--- src/hdl/sspdh_pkg.sv ---
// Constants, register map and carrier types of the synchronous serial port.
// Assumes a 24-bit register address space and an 8-bit register data path.
package sspdh_pkg;

   // ==========================================================
   // Register map
   localparam int ADDR_W = 24;
   localparam int DATA_W = 8;
   localparam logic [23:0] ADDR_HS_DIR = 24'hfffb80;
   localparam logic [23:0] ADDR_ICR = 24'hfffb91;
   localparam logic [23:0] ADDR_PORT1 = 24'hffff40;
   localparam logic [23:0] ADDR_PORT1_OUTPUT_DATA = 24'hffff50;
   localparam logic [23:0] ADDR_SMR = 24'hffff80;
   localparam logic [23:0] ADDR_BRR = 24'hffff81;
   localparam logic [23:0] ADDR_SCR = 24'hffff82;
   localparam logic [23:0] ADDR_TDR = 24'hffff83;
   localparam logic [23:0] ADDR_SSR = 24'hffff84;
   localparam logic [23:0] ADDR_RDR = 24'hffff85;
   localparam logic [23:0] ADDR_SCMR = 24'hffff86;

   // ==========================================================
   // Field positions
   localparam int SCR_TIE = 7;
   localparam int SCR_RIE = 6;
   localparam int SCR_TE = 5;
   localparam int SCR_RE = 4;
   localparam int SCR_TX_DONE_IRQ_EN = 2;
   localparam int SCR_SCK_SOURCE_HI = 1;
   localparam int SSR_TX_BUF_EMPTY = 7;
   localparam int SSR_RX_BUF_FULL = 6;
   localparam int SSR_OVERRUN_FLAG = 5;
   localparam int SSR_TX_COMPLETE = 2;
   localparam int SMR_CKS_LO = 0;
   localparam int SCMR_CARD_MODE_SEL = 0;
   localparam int HS_BIT = 3;
   localparam int ICR_RX = 1;
   localparam int ICR_CLK = 0;

   // ==========================================================
   // Reset values and counts
   localparam logic [7:0] REG_RST = 8'h00;
   localparam logic [7:0] BRR_RST = 8'hff;
   localparam logic [7:0] READ_ZERO = 8'h00;
   localparam int CHAR_BITS = 8;
   localparam int CNT_W = $clog2(CHAR_BITS);
   localparam logic [CNT_W-1:0] LAST_BIT = CNT_W'(CHAR_BITS - 1);

   // ==========================================================
   // Carrier types
   typedef struct packed {
      logic [ADDR_W-1:0] addr;
      logic [DATA_W-1:0] wdata;
      logic wr;
      logic rd;
   } sspdh_bus_req_t;

   typedef struct packed {
      logic tx_empty_irq;
      logic rx_full_irq;
      logic rx_error_irq;
      logic tx_end_irq;
   } sspdh_irq_t;

endpackage

--- src/hdl/sspdh_top.sv ---
// Clock-synchronous serial port, slave end of an 8-bit point-to-point link,
// with status flags, interrupt request lines for a DMA engine and the
// handshake pin. Assumes one clock, a register port whose read data are
// taken one cycle after the read strobe, and pins that are asynchronous.
//
// Decided for this implementation: the address-and-strobe port.
module sspdh_top (
   input wire logic ref_clk,
   input wire logic rst,
   input wire sspdh_pkg::sspdh_bus_req_t bus_req,
   output logic [sspdh_pkg::DATA_W-1:0] rd_data,
   input wire logic sck_i,
   output logic sck_o,
   output logic sck_oe,
   input wire logic serial_rx_pin,
   output logic tx_data_o,
   input wire logic hs_i,
   output logic hs_o,
   output logic hs_oe,
   output sspdh_pkg::sspdh_irq_t irq
);
   import sspdh_pkg::*;

   typedef enum {SSPDH_TX_IDLE, SSPDH_TX_SHIFT} sspdh_tx_state_t;

   // ==========================================================
   // Registers and decode
   logic [7:0] hs_dir_r, icr_r, port1_output_data_r, smr_r, brr_r, scr_r, scmr_r;
   logic [7:0] tdr_r, rdr_r, tsr_r, rsr_r, rsr_nxt;
   logic tx_buf_empty_r, rx_buf_full_r, overrun_flag_r, tx_complete_r;
   logic seen_tx_buf_empty_r, seen_rx_buf_full_r, seen_overrun_flag_r;
   logic sck_s1_r, sck_s2_r, rx_s1_r, rx_s2_r, hs_s1_r, hs_s2_r;
   logic sck_int_r, clk_prev_r;
   logic [15:0] div_cnt_r;
   logic [CNT_W-1:0] tx_cnt_r, rx_cnt_r;
   sspdh_tx_state_t tx_state_r;

   logic tx_on, rx_on, serial_ok, ext_clk;
   logic sck_seen, rx_bit, sel_clk, clk_rise, clk_fall;
   logic wr_scr, wr_tdr, wr_ssr, rd_ssr, rd_rdr;
   logic tx_load, char_end, dma_tdr_wr, dma_rdr_rd;
   logic tx_buf_empty_clr, rx_buf_full_clr, overrun_flag_clr, rx_shift_en, rx_done;
   logic run_int;

   function automatic logic [15:0] half_period(input logic [7:0] brr,
                                               input logic [1:0] cks);
      logic [15:0] base;
      base = {8'h00, brr} + 16'h0001;
      half_period = base << {cks, 1'b0};
   endfunction

   assign tx_on = scr_r[SCR_TE];
   assign rx_on = scr_r[SCR_RE];
   assign ext_clk = scr_r[SCR_SCK_SOURCE_HI];
   // card mode halts
   // Card interface operation is not built, so that setting stops the port.
   assign serial_ok = ~scmr_r[SCMR_CARD_MODE_SEL];

   assign wr_scr = bus_req.wr && (bus_req.addr == ADDR_SCR);
   assign wr_tdr = bus_req.wr && (bus_req.addr == ADDR_TDR);
   assign wr_ssr = bus_req.wr && (bus_req.addr == ADDR_SSR);
   assign rd_ssr = bus_req.rd && (bus_req.addr == ADDR_SSR);
   assign rd_rdr = bus_req.rd && (bus_req.addr == ADDR_RDR);

   always_ff @(posedge ref_clk) begin
      if (rst) begin
         hs_dir_r <= REG_RST;
         icr_r <= REG_RST;
         port1_output_data_r <= REG_RST;
         smr_r <= REG_RST;
         brr_r <= BRR_RST;
         scr_r <= REG_RST;
         scmr_r <= REG_RST;
         tdr_r <= REG_RST;
      end else if (bus_req.wr) begin
         if (bus_req.addr == ADDR_HS_DIR) begin
            hs_dir_r <= bus_req.wdata;
         end else if (bus_req.addr == ADDR_ICR) begin
            icr_r <= bus_req.wdata;
         end else if (bus_req.addr == ADDR_PORT1_OUTPUT_DATA) begin
            port1_output_data_r <= bus_req.wdata;
         end else if (bus_req.addr == ADDR_SMR) begin
            smr_r <= bus_req.wdata;
         end else if (bus_req.addr == ADDR_BRR) begin
            brr_r <= bus_req.wdata;
         end else if (bus_req.addr == ADDR_SCR) begin
            scr_r <= bus_req.wdata;
         end else if (bus_req.addr == ADDR_SCMR) begin
            scmr_r <= bus_req.wdata;
         end else if (bus_req.addr == ADDR_TDR) begin
            tdr_r <= bus_req.wdata;
         end
      end
   end

   // The direction register is write only and reads back as zero.
   always_ff @(posedge ref_clk) begin
      if (rst) begin
         rd_data <= READ_ZERO;
      end else if (bus_req.rd) begin
         rd_data <= READ_ZERO;
         if (bus_req.addr == ADDR_ICR) begin
            rd_data <= icr_r;
         end else if (bus_req.addr == ADDR_PORT1) begin
            rd_data[HS_BIT] <= hs_s2_r;
         end else if (bus_req.addr == ADDR_PORT1_OUTPUT_DATA) begin
            rd_data <= port1_output_data_r;
         end else if (bus_req.addr == ADDR_SMR) begin
            rd_data <= smr_r;
         end else if (bus_req.addr == ADDR_BRR) begin
            rd_data <= brr_r;
         end else if (bus_req.addr == ADDR_SCR) begin
            rd_data <= scr_r;
         end else if (bus_req.addr == ADDR_TDR) begin
            rd_data <= tdr_r;
         end else if (bus_req.addr == ADDR_SSR) begin
            rd_data[SSR_TX_BUF_EMPTY] <= tx_buf_empty_r;
            rd_data[SSR_RX_BUF_FULL] <= rx_buf_full_r;
            rd_data[SSR_OVERRUN_FLAG] <= overrun_flag_r;
            rd_data[SSR_TX_COMPLETE] <= tx_complete_r;
         end else if (bus_req.addr == ADDR_RDR) begin
            rd_data <= rdr_r;
         end else if (bus_req.addr == ADDR_SCMR) begin
            rd_data <= scmr_r;
         end
      end
   end

   // ==========================================================
   // Pins and serial clock
   always_ff @(posedge ref_clk) begin
      if (rst) begin
         sck_s1_r <= 1'b1;
         sck_s2_r <= 1'b1;
         rx_s1_r <= 1'b1;
         rx_s2_r <= 1'b1;
         hs_s1_r <= 1'b0;
         hs_s2_r <= 1'b0;
      end else begin
         sck_s1_r <= sck_i;
         sck_s2_r <= sck_s1_r;
         rx_s1_r <= serial_rx_pin;
         rx_s2_r <= rx_s1_r;
         hs_s1_r <= hs_i;
         hs_s2_r <= hs_s1_r;
      end
   end

   assign sck_seen = icr_r[ICR_CLK] ? sck_s2_r : 1'b1;
   assign rx_bit = icr_r[ICR_RX] ? rx_s2_r : 1'b1;

   // The internal clock only runs while there is work, idling high.
   assign run_int = serial_ok & ~ext_clk &
                    ((tx_state_r == SSPDH_TX_SHIFT) | (rx_on & ~tx_on));

   always_ff @(posedge ref_clk) begin
      if (rst) begin
         div_cnt_r <= 16'h0000;
         sck_int_r <= 1'b1;
      end else if (!run_int) begin
         div_cnt_r <= 16'h0000;
         sck_int_r <= 1'b1;
      end else if (div_cnt_r + 16'h0001 >=
                   half_period(brr_r, smr_r[SMR_CKS_LO +: 2])) begin
         div_cnt_r <= 16'h0000;
         sck_int_r <= ~sck_int_r;
      end else begin
         div_cnt_r <= div_cnt_r + 16'h0001;
      end
   end

   assign sel_clk = ext_clk ? sck_seen : sck_int_r;
   assign clk_rise = sel_clk & ~clk_prev_r;
   assign clk_fall = ~sel_clk & clk_prev_r;

   always_ff @(posedge ref_clk) begin
      if (rst) begin
         clk_prev_r <= 1'b1;
         sck_o <= 1'b1;
         sck_oe <= 1'b0;
      end else begin
         clk_prev_r <= sel_clk;
         sck_o <= sck_int_r;
         sck_oe <= ~ext_clk & serial_ok;
      end
   end

   assign hs_o = port1_output_data_r[HS_BIT];
   assign hs_oe = hs_dir_r[HS_BIT];

   // ==========================================================
   // Transmitter
   assign char_end = (tx_state_r == SSPDH_TX_SHIFT) && clk_rise &&
                     (tx_cnt_r == LAST_BIT);
   assign tx_load = serial_ok & tx_on & ~tx_buf_empty_r &
                    ((tx_state_r == SSPDH_TX_IDLE) | char_end);

   // LSB first shifting
   // Data change on the falling edge so the master samples on the rising.
   always_ff @(posedge ref_clk) begin
      if (rst) begin
         tx_state_r <= SSPDH_TX_IDLE;
         tsr_r <= REG_RST;
         tx_cnt_r <= '0;
         tx_data_o <= 1'b1;
      end else if (!tx_on || !serial_ok) begin
         tx_state_r <= SSPDH_TX_IDLE;
         tx_cnt_r <= '0;
         tx_data_o <= 1'b1;
      end else begin
         case (tx_state_r)
            SSPDH_TX_IDLE: begin
               if (tx_load) begin
                  tsr_r <= tdr_r;
                  tx_cnt_r <= '0;
                  tx_state_r <= SSPDH_TX_SHIFT;
               end
            end
            SSPDH_TX_SHIFT: begin
               if (tx_load) begin
                  tsr_r <= tdr_r;
                  tx_cnt_r <= '0;
               end else if (char_end) begin
                  tx_state_r <= SSPDH_TX_IDLE;
               end else if (clk_fall) begin
                  tx_data_o <= tsr_r[0];
                  tsr_r <= {1'b0, tsr_r[CHAR_BITS-1:1]};
               end else if (clk_rise) begin
                  tx_cnt_r <= tx_cnt_r + 1'b1;
               end
            end
            default: tx_state_r <= SSPDH_TX_IDLE;
         endcase
      end
   end

   // ==========================================================
   // Receiver
   assign rx_shift_en = serial_ok & rx_on & clk_rise;
   assign rx_done = rx_shift_en & (rx_cnt_r == LAST_BIT);
   assign rsr_nxt = {rx_bit, rsr_r[CHAR_BITS-1:1]};

   always_ff @(posedge ref_clk) begin
      if (rst) begin
         rsr_r <= REG_RST;
         rx_cnt_r <= '0;
      end else if (!rx_on) begin
         rx_cnt_r <= '0;
      end else if (rx_shift_en) begin
         rsr_r <= rsr_nxt;
         rx_cnt_r <= rx_cnt_r + 1'b1;
      end
   end

   always_ff @(posedge ref_clk) begin
      if (rst) begin
         rdr_r <= REG_RST;
      end else if (rx_done && !rx_buf_full_r) begin
         rdr_r <= rsr_nxt;
      end
   end

   // ==========================================================
   // Status flags
   // A flag is only cleared by a zero write once software has read it as
   // one; a status write forgets every earlier read.
   always_ff @(posedge ref_clk) begin
      if (rst) begin
         seen_tx_buf_empty_r <= 1'b0;
         seen_rx_buf_full_r <= 1'b0;
         seen_overrun_flag_r <= 1'b0;
      end else if (rd_ssr) begin
         seen_tx_buf_empty_r <= tx_buf_empty_r;
         seen_rx_buf_full_r <= rx_buf_full_r;
         seen_overrun_flag_r <= overrun_flag_r;
      end else if (wr_ssr) begin
         seen_tx_buf_empty_r <= 1'b0;
         seen_rx_buf_full_r <= 1'b0;
         seen_overrun_flag_r <= 1'b0;
      end
   end

   assign tx_buf_empty_clr = (wr_ssr & ~bus_req.wdata[SSR_TX_BUF_EMPTY] & seen_tx_buf_empty_r) |
                     dma_tdr_wr;
   assign rx_buf_full_clr = (wr_ssr & ~bus_req.wdata[SSR_RX_BUF_FULL] & seen_rx_buf_full_r) |
                     dma_rdr_rd;
   assign overrun_flag_clr = wr_ssr & ~bus_req.wdata[SSR_OVERRUN_FLAG] & seen_overrun_flag_r;
   assign dma_tdr_wr = wr_tdr & irq.tx_empty_irq;
   assign dma_rdr_rd = rd_rdr & irq.rx_full_irq;

   // Every setting condition wins over a clear in the same cycle.
   always_ff @(posedge ref_clk) begin
      if (rst) begin
         tx_buf_empty_r <= 1'b1;
         tx_complete_r <= 1'b1;
      end else begin
         if (tx_load || !tx_on) begin
            tx_buf_empty_r <= 1'b1;
         end else if (tx_buf_empty_clr) begin
            tx_buf_empty_r <= 1'b0;
         end
         if (!tx_on || (char_end && tx_buf_empty_r)) begin
            tx_complete_r <= 1'b1;
         end else if (tx_buf_empty_clr) begin
            tx_complete_r <= 1'b0;
         end
      end
   end

   // Receive disable does not touch either receive flag.
   always_ff @(posedge ref_clk) begin
      if (rst) begin
         rx_buf_full_r <= 1'b0;
         overrun_flag_r <= 1'b0;
      end else begin
         if (rx_done && !rx_buf_full_r) begin
            rx_buf_full_r <= 1'b1;
         end else if (rx_buf_full_clr) begin
            rx_buf_full_r <= 1'b0;
         end
         if (rx_done && rx_buf_full_r) begin
            overrun_flag_r <= 1'b1;
         end else if (overrun_flag_clr) begin
            overrun_flag_r <= 1'b0;
         end
      end
   end

   // ==========================================================
   // Request lines
   always_ff @(posedge ref_clk) begin
      if (rst) begin
         irq <= '0;
      end else begin
         irq.tx_empty_irq <= scr_r[SCR_TIE] & tx_buf_empty_r & tx_on;
         irq.rx_full_irq <= scr_r[SCR_RIE] & rx_buf_full_r;
         irq.rx_error_irq <= scr_r[SCR_RIE] & overrun_flag_r;
         irq.tx_end_irq <= scr_r[SCR_TX_DONE_IRQ_EN] & tx_complete_r;
      end
   end

   // ==========================================================
   // Checks
   property p_tx_buf_empty_load;
      @(posedge ref_clk) disable iff (rst)
      tx_load |=> tx_buf_empty_r && (tsr_r == $past(tdr_r));
   endproperty
   a_tx_buf_empty_load: assert property (p_tx_buf_empty_load)
      else $error("empty flag not set on load");

   property p_tx_buf_empty_dma;
      @(posedge ref_clk) disable iff (rst)
      (dma_tdr_wr && tx_on && !wr_scr) |=> !tx_buf_empty_r && !tx_complete_r;
   endproperty
   a_tx_buf_empty_dma: assert property (p_tx_buf_empty_dma)
      else $error("DMA write did not clear empty flag");

   property p_rx_buf_full_set;
      @(posedge ref_clk) disable iff (rst)
      (rx_done && !rx_buf_full_r) |=> rx_buf_full_r && (rdr_r == $past(rsr_nxt));
   endproperty
   a_rx_buf_full_set: assert property (p_rx_buf_full_set)
      else $error("received byte not latched");

   property p_rx_buf_full_hold;
      @(posedge ref_clk) disable iff (rst)
      (rx_buf_full_r && !rx_buf_full_clr) |=> rx_buf_full_r;
   endproperty
   a_rx_buf_full_hold: assert property (p_rx_buf_full_hold)
      else $error("full flag dropped without clear");

   property p_overrun;
      @(posedge ref_clk) disable iff (rst)
      (rx_done && rx_buf_full_r) |=> overrun_flag_r && $stable(rdr_r);
   endproperty
   a_overrun: assert property (p_overrun)
      else $error("overrun not flagged or byte kept");

   property p_w1_none;
      @(posedge ref_clk) disable iff (rst)
      (wr_ssr && bus_req.wdata[SSR_OVERRUN_FLAG] && overrun_flag_r) |=> overrun_flag_r;
   endproperty
   a_w1_none: assert property (p_w1_none)
      else $error("writing one changed overrun flag");

   property p_tx_complete_set;
      @(posedge ref_clk) disable iff (rst)
      (char_end && tx_buf_empty_r && tx_on) |=> tx_complete_r ##1 irq.tx_end_irq ||
                                         !scr_r[SCR_TX_DONE_IRQ_EN];
   endproperty
   a_tx_complete_set: assert property (p_tx_complete_set)
      else $error("transmit end not set");

   property p_rx_gate;
      @(posedge ref_clk) disable iff (rst)
      !scr_r[SCR_RIE] [*2] |-> !irq.rx_full_irq && !irq.rx_error_irq;
   endproperty
   a_rx_gate: assert property (p_rx_gate)
      else $error("receive request not gated");

   property p_no_drive;
      @(posedge ref_clk) disable iff (rst)
      ext_clk |=> !sck_oe;
   endproperty
   a_no_drive: assert property (p_no_drive)
      else $error("clock pin driven in external mode");

   property p_rx_fixed;
      @(posedge ref_clk) disable iff (rst)
      (rx_shift_en && !icr_r[ICR_RX]) |=> rsr_r[CHAR_BITS-1];
   endproperty
   a_rx_fixed: assert property (p_rx_fixed)
      else $error("disabled receive buffer not high");

endmodule // sspdh_top

--- config.mk ---
export PLATFORM = sky130hd
export DESIGN_NAME = sspdh_top
export DESIGN_NICKNAME = d
export VERILOG_FILES = /design/src/hdl/sspdh_pkg.sv /design/src/hdl/sspdh_top.sv
export SDC_FILE = /design/constraint.sdc
export NUM_CORES = 1
export LEC_CHECK = 0
export ABC_CLOCK_PERIOD_IN_PS = 3800
export BUFFER_PORTS_ARGS = -buffer_cell sky130_fd_sc_hd__buf_2
export CORE_MARGIN = 5
export CORE_UTILIZATION = 35
export CTS_CLUSTER_DIAMETER = 60
export DETAILED_ROUTE_END_ITERATION = 16
export PLACE_DENSITY = 0.53
export SYNTH_ARGS = -nofsm -noshare
export SYNTH_HDL_FRONTEND = slang
export SYNTH_SLANG_ARGS = --single-unit
--- constraint.sdc ---
create_clock -name ref_clk -period 3.8 [get_ports ref_clk]
set_input_delay 0.38 -clock ref_clk [delete_from_list [all_inputs] [get_ports ref_clk]]
set_output_delay 0.38 -clock ref_clk [all_outputs]
set_load 0.03 [all_outputs]
After elaboration in Yosys (flattened, before gate mapping)
Cells that the tools add are included.
{ "classes": {"muxes": 41, "magnitude_cmp": 1, "bitwise": 50, "addsub": 4, "shifts": 1, "div": 0, "mul": 0, "reduce_logical": 39, "n_eq_ne": 22} }
{ "ops": {"columns": ["operator", "n"], "rows": [
  ["== test 24 bit (second input constant)", 11],
  ["two-way mux 32 bit", 3],
  ["two-way mux 8 bit", 12],
  ["zero test 32 bit", 2],
  ["one-hot mux 32 bit (2 select lines)", 1],
  ["== test 32 x 1 -> 1 bit (second input constant)", 1],
  ["== test 32 x 2 -> 1 bit (second input constant)", 1],
  ["bitwise AND 1 bit", 24],
  ["inverter 1 bit", 22],
  ["two-way mux 3 bit", 7],
  ["adder 16 x 1 -> 16 bit (second input constant)", 1],
  ["greater-or-equal comparator 16 bit", 1],
  ["one-hot mux 8 bit (2 select lines)", 1],
  ["<< shifter 9 x 3 -> 16 bit", 1],
  ["AND reduction 5 bit", 3],
  ["two-way mux 1 bit", 13],
  ["!= test 3 bit (second input constant)", 4],
  ["OR reduction 2 bit", 5],
  ["adder 8 x 1 -> 9 bit (second input constant)", 1],
  ["logical AND 1 bit", 9],
  ["AND reduction 9 bit", 1],
  ["AND reduction 4 bit", 2],
  ["AND reduction 8 bit", 1],
  ["nonzero test 2 bit", 4],
  ["other kinds (14)", 27]
]} }
{ "totals": {"rom_bits": 0, "mem_count": 0, "ff_bits": 168, "ram_bits": 0, "wordCells": 196, "output_inout_bits": 17, "in_bits": 39, "latchBits": 0} }

Longest topological paths before layout
Gate-level depths: netlist of the first run.
{ "logic_depth": {"depth_word": 11, "ltp_mapped": 15, "ltp_nobuf": 14} }

Least setup slack after synthesis of the first run
No wires, ideal clock.
{ "synth_path": {"path_kind": "reg-to-reg", "start": "register brr_r[2]", "end": "register div_cnt_r[10]", "stages_incl_launch_ff": 14, "setup_ns": 0.066, "t_required_ns": 3.734, "slack_ns": 0.755, "arrival_ns": 2.979, "period_less_slack_ns": 3.045, "path_buffers": 1, "cell_sequence": "dfxtp_1 > nand3_1 > xnor2_1 > nor2_1 > or3_1 > o22a_1 > ha_1 > a2111oi_0 > o21ai_0 > a21oi_1 > o211ai_1 > or2_2 > clkbuf_1 > nor2b_1"} }
{ "synth_between": {"elab_chain_len": 4} }
{ "synth_lines": {"columns": ["item", "line", "rtl"], "rows": [
  ["start: declaration", "sspdh_top.sv:28", "logic [7:0] hs_dir_r, icr_r, port1_output_data_r, smr_r, brr_r, scr_r, scmr_r;"],
  ["start signal: assignment", "sspdh_top.sv:85", "brr_r <= bus_req.wdata;"],
  ["adder 8 x 1 -> 9 bit", "sspdh_top.sv:48", "base = {8'h00, brr} + 16'h0001;"],
  ["<< shifter 9 x 3 -> 16 bit", "sspdh_top.sv:49", "half_period = base << {cks, 1'b0};"],
  ["greater-or-equal comparator 16 bit", "sspdh_top.sv:163", "end else if (div_cnt_r + 16'h0001 >="],
  ["OR reduction 3 bit (no source line)", null, null],
  ["end signal: assignment", "sspdh_top.sv:168", "div_cnt_r <= div_cnt_r + 16'h0001;"],
  ["end: declaration", "sspdh_top.sv:34", "logic [15:0] div_cnt_r;"]
]} }
No other way between the ends.
A chain may end at the register's enable or synchronous reset.

Final worst setup path of the first run
{ "layout_path": {"start": "register brr_r[0]", "end": "register div_cnt_r[14]"} }
Same word-level chain as after synthesis.

==> results.ini, run 1 <==
[timing]
timing.final.ws_setup_ns = 0.555
finalMaxSlewViolations = 0
setup_tns_ns = 0
rsz0062_at_grt = false
hold_viol = 0
fin_crit_ns = 3.25
fmax_mhz = 308
relSlewSlack_pct = 43.3
fin_skew_ns = 0.0122
worst_slew_pin_slew_ns = 0.849
setup_viol = 0
fin_crit_sh_pct = 85.4

[run_status]
status = complete, no violations

[floorplanning]
chipHeight_um = 148
die_area_um2 = 21900
io_pins = 56
dieWidth_um = 148
initial_core_util_pct = 35.5
fp.coreArea_um2 = 18800
num_rows = 50

[finish]
drive_gt1_share_pct = 15.5
area_delta_synth_final_pct = 16.0
multi_input_area_um2 = 3780
nFillCells = 1900
finish.utilization_pct = 41.2
seqCellArea_um2 = 2660
nets = 874
fin_cells = 1061

[global_routing]
track_usage_pct = 17.3
antenna_found_initial = 0
grt_overflow = 0
grt_max_degree = 68
grt_pass1_vias = 5434
grt_pass1_wl_mm = 30.0

[logic_synthesis]
syn-mean-instance-area_um2 = 8.61
synth-main-ff-cell = dfxtp_1
synthTopCellsByArea = dfxtp_1, mux2i_1, nand2_1
synth_area_leader_cell = dfxtp_1
ys_ff_latch = 133
synth-seq-area-share_pct = 39.9
synth.distinct_cells = 72
netlist.area_leader.share_pct = 39.9
synth-edff-count = 0
async_reset_ff_share_pct = 0
synth_area_um2 = 6670
ys_warn_count = 0
synthCells = 775
synth_nets = 835

[place]
placed_cells = 1029
dp_hpwl_mm = 13.2
dp_slack_ns = 0.555
gp_congestion = 0.839
numPortBuffers = 55

[worst_setup_path]
arrival_ns = 3.60
end_kind = register
path_class = reg2reg
worst-path-max-fanout = 15
cp.required_ns = 4.15
crit_path_start_kind = register

[pwr]
vdd_drop_max_mv = 0.307
cellLeakagePower_nw = 3.06
powerDensity_nw_per_um2 = 424

[route]
wl_mm = 18.7
drtIter0Drc = 454
detail_route.wl_per_cell_um = 17.7
drtAntennaViolNets = 0
num_vias = 5721
drt_pass1_iterations = 5
drc = 0
vias_per_cell = 5.39

[clock_network]
clk_latency_ns = 0.42
clockRootBuffer = clkbuf_16
cts_buffer_depth = 2
cts_resized = 0
numCtsBuffers = 17
cts_tree = built
htreeDepth = 4
hold_buffers = 0
cts.sinks = 133
post-cts-setup-buffers = 0
clkSlewWorstSetupHoldPaths_ns = 0.06

[worst_hold_path]
min_path_type = in2reg

[flow_run]
drv_cap = 0

per-stage QoR:
stage	power [mW]	cell area, µm²	hold slack (ns)
after floorplan	1.51	6670	0.389
after global placement	1.58	7110	0.407
after detailed placement	1.57	7110	0.404
after CTS	3.32	7740	0.124
after global routing	3.39	7740	0.138
final	3.28	7740	0.142
routing by layer:
layer	GRT usage (%)	wire length, µm	vias up	share of wire [%]
met3	3.63	806	23	4.3
li1	-	-	2852	-
met1	23.7	8830	2715	47
met2	27.2	8760	131	47
met4	5.82	344	0	1.8
met5	0	0	-	0
path summary, 6_finish.rpt:
kind	from	to	slack, ns	depth (start not counted)
min	serial_rx_pin	rx_s1_r	0.14	2
min reg2reg	rx_s1_r	rx_s2_r	0.42	1
max reg2reg	brr_r[0]	div_cnt_r[14]	0.55	12
max	brr_r[0]	div_cnt_r[14]	0.55	12
power by group:
group	switching [mW]	internal [mW]
logic	0.0981	0.0420
clock network	0.636	1.10
registers	0.00260	1.40
total	0.737	2.55
Yosys cell counts (3+ instances only):
cell type,n
a2111oi_0,3
buf_2,9
a22oi_1,6
o22ai_1,3
clkbuf_1,30
a31oi_1,7
a221oi_1,4
a211o_1,4
a21oi_1,47
nor2_1,89
nand3_1,23
a32oi_1,3
a311oi_1,3
o21bai_1,5
dfxtp_1,133
o21ai_0,21
nor4_1,5
and3b_1,3
xnor2_1,16
nor3_1,17
or3_1,6
nand3b_1,3
mux2_2,5
and3_1,7
nor2b_1,29
or2_2,9
ha_1,21
inv_1,9
nand2b_1,16
mux2i_1,56
nand2_1,92
a22o_1,6
nor3b_1,3
a211oi_2,7
a211oi_1,3
o211ai_1,6
nand4_1,18
xor2_1,5
sequential cells by signal, indices dropped and copies added (netlist names), 4 cells and up:
register,flops
div_cnt_r,16
brr_r,8
icr_r,8
port1_output_data_r,8
rd_data,8
rdr_r,8
scmr_r,8
scr_r,8
smr_r,8
tdr_r,8
tsr_r,8
rsr_r,7
irq,4
cell families after synthesis:
group           after synthesis  synth area share [%]
simple gates                337                  25.3
compound gates              146                  15.0
flops                       133                  39.9
mux                          62                  9.58
buf+inv                      54                  3.38
fa+ha+maj                    21                  3.94
xor+xnor                     21                  2.76
other cells                   1                0.0562
area by class of cell:
cell class	count	share of cell area [%]
Clock inverter	10	1.86
Antenna cell	1	0.0323
Timing Repair Buffer	62	4.27
Sequential cell	133	34.4
Clock buffer	21	6.21
Multi-Input combinational cell	588	48.9
Tap cell	234	3.78
Inverter	12	0.582
critical path, cell delays in order, from the launching register on:
cell and delay [ns]:
dfxtp_1 0.44, nand3_1 0.17, xnor2_1 0.22, nor2_1 0.05, or3_1 0.37, o22a_1 0.21, ha_1 0.32, a2111oi_0 0.37
o21ai_0 0.15, a21oi_1 0.14, o211ai_1 0.14, or2_2 0.43, nor2b_1 0.16
cell usage in the layout, fill, tap and decap left out, types with 5 or more instances in the layout:
cell and count:
a211oi_2 7, a21oi_1 47, a22o_1 6, a22oi_1 6
a31oi_1 7, and3_1 7, buf_2 54, buf_4 8
clkbuf_16 17, dfxtp_1 133, ha_1 21, inv_1 9
mux2_2 5, mux2i_1 56, nand2_1 92, nand2b_1 16
nand3_1 23, nand4_1 18, nor2_1 89, nor2b_1 29
nor3_1 17, nor4_1 5, o211ai_1 6, o21ai_0 21
o21bai_1 5, or2_2 9, or3_1 6, xnor2_1 16
xor2_1 5
No activity file was read; power rests on OpenSTA's default activity.
==> inputs of run 2 (changes only) <==
CELL_PAD_IN_SITES_DETAIL_PLACEMENT = 1   (was unset)
CELL_PAD_IN_SITES_GLOBAL_PLACEMENT = 2   (was unset)
PLACE_DENSITY = 0.78   (was 0.53)
==> run 2 against run 1 <==
Against the previous run: register-to-register slack got worse by 0.099 ns; die area did not move; clock skew fell by 0.0013 ns; sequential power barely moved; sequential share of layout area rose by 0.25 points; worst setup slack got worse by 0.099 ns; hold slack got worse by 0.0055 ns; first-iteration DRC count fell by 15%; flip-flop and latch count did not move.
==> results.ini, run 2 (synthesized netlist as in run 1, its figures left out) <==
[worst_setup_path]
worst-path-max-fanout = 15
cp.required_ns = 4.16
arrival_ns = 3.70
path_class = reg2reg
crit_path_start_kind = register
end_kind = register

[route]
wl_met2_mm = 10.3
routed.top_layer = met4
num_vias = 5902
drtIter0Drc = 386
drtAntennaViolNets = 0
drc = 0
detail_route.wl_per_cell_um = 19.7
drt_pass1_iterations = 4
wl_met3_um = 701
met1_length_mm = 9.32
wl_mm = 20.9
vias_per_cell = 5.57

[flow_run]
drv_cap = 0

[floorplanning]
initial_core_util_pct = 35.5
num_rows = 50
io_pins = 56
die_area_um2 = 21900
dieWidth_um = 148
fp.coreArea_um2 = 18800
chipHeight_um = 148

[timing]
finalMaxSlewViolations = 0
fin_crit_sh_pct = 88.0
relSlewSlack_pct = 19.1
hold_slack_ns = 0.136
fmax_mhz = 299
rsz0062_at_grt = false
setup_viol = 0
fin_crit_ns = 3.34
fin_skew_ns = 0.0109
worst_slew_pin_slew_ns = 1.21
hold_viol = 0
setup_tns_ns = 0

[clock_network]
cts_tree = built
cts.sinks = 133
clockRootBuffer = clkbuf_16
htreeDepth = 4
clk_latency_ns = 0.43
cts_buffer_depth = 2
cts_resized = 0
clkSlewWorstSetupHoldPaths_ns = 0.06
numCtsBuffers = 17
hold_buffers = 0
post-cts-setup-buffers = 0

[global_routing]
grt_overflow = 0
grt_pass1_wl_mm = 33.5
track_usage_pct = 19.3
grt_pass1_vias = 6250
grt_max_degree = 47
antenna_found_initial = 0

[pwr]
cellLeakagePower_nw = 3.03
vdd_drop_max_mv = 0.306
powerDensity_nw_per_um2 = 413

[finish]
nFillCells = 2231
largest_reg_flops = 16
mostFrequentLayoutCell = dfxtp_1
final_cell_mix = dfxtp_1, nand2_1, nor2_1
area_delta_synth_final_pct = 15.2
drive_gt1_share_pct = 15.5
diodes = 0
fin_cells = 1060
top_register = div_cnt_r
nets = 873

[run_status]
status = complete, no violations

[place]
gp_congestion = 0.866
placed_cells = 1028
dp_hpwl_mm = 15.3
numPortBuffers = 55

[worst_hold_path]
min_path_type = in2reg

-- run 2: changes by cell type in the layout (fill, tap and decap cells not counted) --
cell       previous run  this run
buf_4                 8         7
inv_6                 2         7
clkbuf_8              4         1
bufinv_16             3         1
diode_2               1         0
inv_8                 0         1
-- run 2: final timing paths --
| kind | startpoint | endpoint | slack, ns | cells after the start |
|---|---|---|---|---|
| hold reg to reg | rx_s1_r | rx_s2_r | 0.42 | 1 |
| setup reg to reg | brr_r[0] | div_cnt_r[6] | 0.46 | 12 |
| hold / removal | serial_rx_pin | rx_s1_r | 0.14 | 2 |
| setup / recovery | brr_r[0] | div_cnt_r[6] | 0.46 | 12 |
-- run 2: power breakdown --
group / internal [mW] / total, mW / switching, mW
logic: 0.0424 / 0.144 / 0.102
clock network: 0.935 / 1.63 / 0.693
registers: 1.40 / 1.40 / 0.00288
-- run 2: area by class of cell --
type                       count  area [µm²]  area share [%]
sequential                   133        2660            34.6
inverter                      12        45.0           0.586
clock inverter                14         139            1.81
timing repair buffer          61         323            4.20
clock buffer                  18         439            5.71
tap                          234         293            3.81
multi-input combinational    588        3780            49.2
-- run 2: stage by stage --
stage / area (µm²) / power (mW) / setup slack (ns) / utilization, %
after global routing: 7680 / 3.29 / 0.207 / 40.9
after global placement: 7110 / 1.58 / 0.688 / 37.9
after CTS: 7680 / 3.21 / 0.457 / 40.9
after detailed placement: 7110 / 1.58 / 0.467 / 37.9
after floorplan: 6670 / 1.51 / 0.755 / -
final: 7680 / 3.18 / 0.456 / 40.9
-- run 2: worst max-delay path, cell delays in order, from the launching register on --
cell and delay, ns:
dfxtp_1 0.44, nand3_1 0.18, xnor2_1 0.23, nor2_1 0.05, or3_1 0.37, o22a_1 0.22
ha_1 0.33, a2111oi_0 0.43, o21ai_0 0.15, a21oi_1 0.16, o211ai_1 0.14, or2_2 0.42
nor2b_1 0.15
-- run 2: metal layers --
layer / up-vias / GRT usage, %
li1: 2842 / -
met4: 0 / 7.48
met5: - / 0
met1: 2890 / 24.2
met3: 38 / 3.44
met2: 132 / 32.8
==> inputs of run 3 (changes only) <==
CORE_MARGIN = 3   (was 5)
MAX_ROUTING_LAYER = met4   (was unset)
==> run 3 against run 2 <==
Against the previous run: sequential power about the same; flip-flop and latch count unchanged; first-iteration DRC count decreased by 29%; hold slack got worse by 0.0021 ns.
==> results.ini, run 3 (synthesized netlist as in run 1, its figures left out) <==
[run_status]
status = complete, no violations

[clock_network]
clkSlewWorstSetupHoldPaths_ns = 0.07
cts.sinks = 133
htreeDepth = 4
cts_buffer_depth = 2
cts_resized = 0
numCtsBuffers = 17
clk_latency_ns = 0.42
cts_tree = built
clockRootBuffer = clkbuf_16
post-cts-setup-buffers = 0
hold_buffers = 0

[finish]
nets = 872
mostFrequentLayoutCell = dfxtp_1
drive_gt1_share_pct = 15.4
finish.utilization_pct = 41.8
diodes = 0
final_cell_mix = dfxtp_1, nand2_1, nor2_1
largest_reg_flops = 16
top_register = div_cnt_r
final_area_um2 = 7660
nFillCells = 2156
area_delta_synth_final_pct = 14.8

[route]
drt_pass1_iterations = 4
drc = 0
drtIter0Drc = 274
drtAntennaViolNets = 0
vias_per_cell = 5.56
num_vias = 5858
wl_mm = 20.6
detail_route.wl_per_cell_um = 19.6

[global_routing]
grt_use_met2_pct = 33.5
grt_overflow = 0
met3_usage_pct = 3.80
track_usage_pct = 21.2
antenna_found_initial = 0
grt_max_degree = 60
grtUsageMet1_pct = 27.0
busiest_layer = met2
grt_pass1_wl_mm = 33.2
grt_pass1_vias = 6117

[worst_setup_path]
worst-path-max-fanout = 15
crit_path_start_kind = register
path_class = reg2reg
end_kind = register
cp.required_ns = 4.15
arrival_ns = 3.74

[timing]
relSlewSlack_pct = 17.0
worst_slew_pin_slew_ns = 1.24
rsz0062_at_grt = false
fin_crit_sh_pct = 89.4
setup_tns_ns = 0
finalMaxSlewViolations = 0
timing.final.ws_setup_ns = 0.403
fin_skew_ns = 0.0113
setup_viol = 0
fmax_mhz = 294
hold_viol = 0
fin_crit_ns = 3.40

[place]
dpl_cell_area_um2 = 7090
numPortBuffers = 55
dp_slack_ns = 0.446
dp_hpwl_mm = 15.1
gp_congestion = 0.867

[floorplanning]
die_area_um2 = 20800
io_pins = 56
fp.coreArea_um2 = 18300
initial_core_util_pct = 36.4
num_rows = 49
chipHeight_um = 144
dieWidth_um = 144

[pwr]
cellLeakagePower_nw = 3.03
powerDensity_nw_per_um2 = 410
vdd_drop_max_mv = 0.328

[flow_run]
drv_cap = 0

[worst_hold_path]
min_path_type = in2reg

run 3: cell types whose count changed in the layout (fill, tap and decap cells not counted), sizes merged:
| cell | previous run | this run |
|---|---|---|
| inv | 18 | 21 |
| clkinvlp | 3 | 2 |
| clkinv | 4 | 3 |
| bufinv | 1 | 0 |
| buf | 61 | 60 |
run 3: layout make-up:
type,count,area [µm²],share of cell area [%]
multi-input cells,588,3780,49.4
flip-flops and latches,133,2660,34.8
clock buffers,18,439,5.73
repair buffers,60,315,4.12
well taps,229,287,3.74
clock inverters,14,129,1.68
inverters,12,45.0,0.588
run 3: layer usage:
metal | routed length (µm) | up-vias
met2 | 9740 | 122
li1 | - | 2832
met3 | 724 | 40
met1 | 9580 | 2864
met5 | 0 | -
met4 | 586 | 0
run 3: worst paths after layout:
check | slack [ns] | start | depth (start not counted) | end
setup / recovery | 0.40 | brr_r[0] | 12 | div_cnt_r[2]
hold / removal | 0.13 | serial_rx_pin | 2 | rx_s1_r
setup reg to reg | 0.40 | brr_r[0] | 12 | div_cnt_r[2]
hold reg to reg | 0.41 | sck_s1_r | 1 | sck_s2_r
run 3: worst max-delay path, stage by stage (launching register included):
cell       delay [ns]
dfxtp_1          0.46
nand3_1          0.20
xnor2_1          0.25
nor2_1           0.05
or3_1            0.36
o22a_1           0.22
ha_1             0.33
a2111oi_0        0.39
o21ai_0          0.17
a21oi_1          0.15
o211ai_1         0.14
or2_2            0.43
nor2b_1          0.17
run 3: power breakdown:
group | leakage [nW] | internal [mW] | switching, mW
combinational | 1.67 | 0.0417 | 0.101
clock | 0.278 | 0.884 | 0.707
sequential | 1.07 | 1.40 | 0.00283
total | 3.03 | 2.33 | 0.812
run 3: metrics by stage:
step	power [mW]	hold WS [ns]	cells
floorplan	1.51	0.389	775
global placement	1.58	0.400	1022
detailed placement	1.58	0.398	1022
CTS	3.17	0.122	1054
global route	3.25	0.129	1054
finish	3.14	0.134	1054
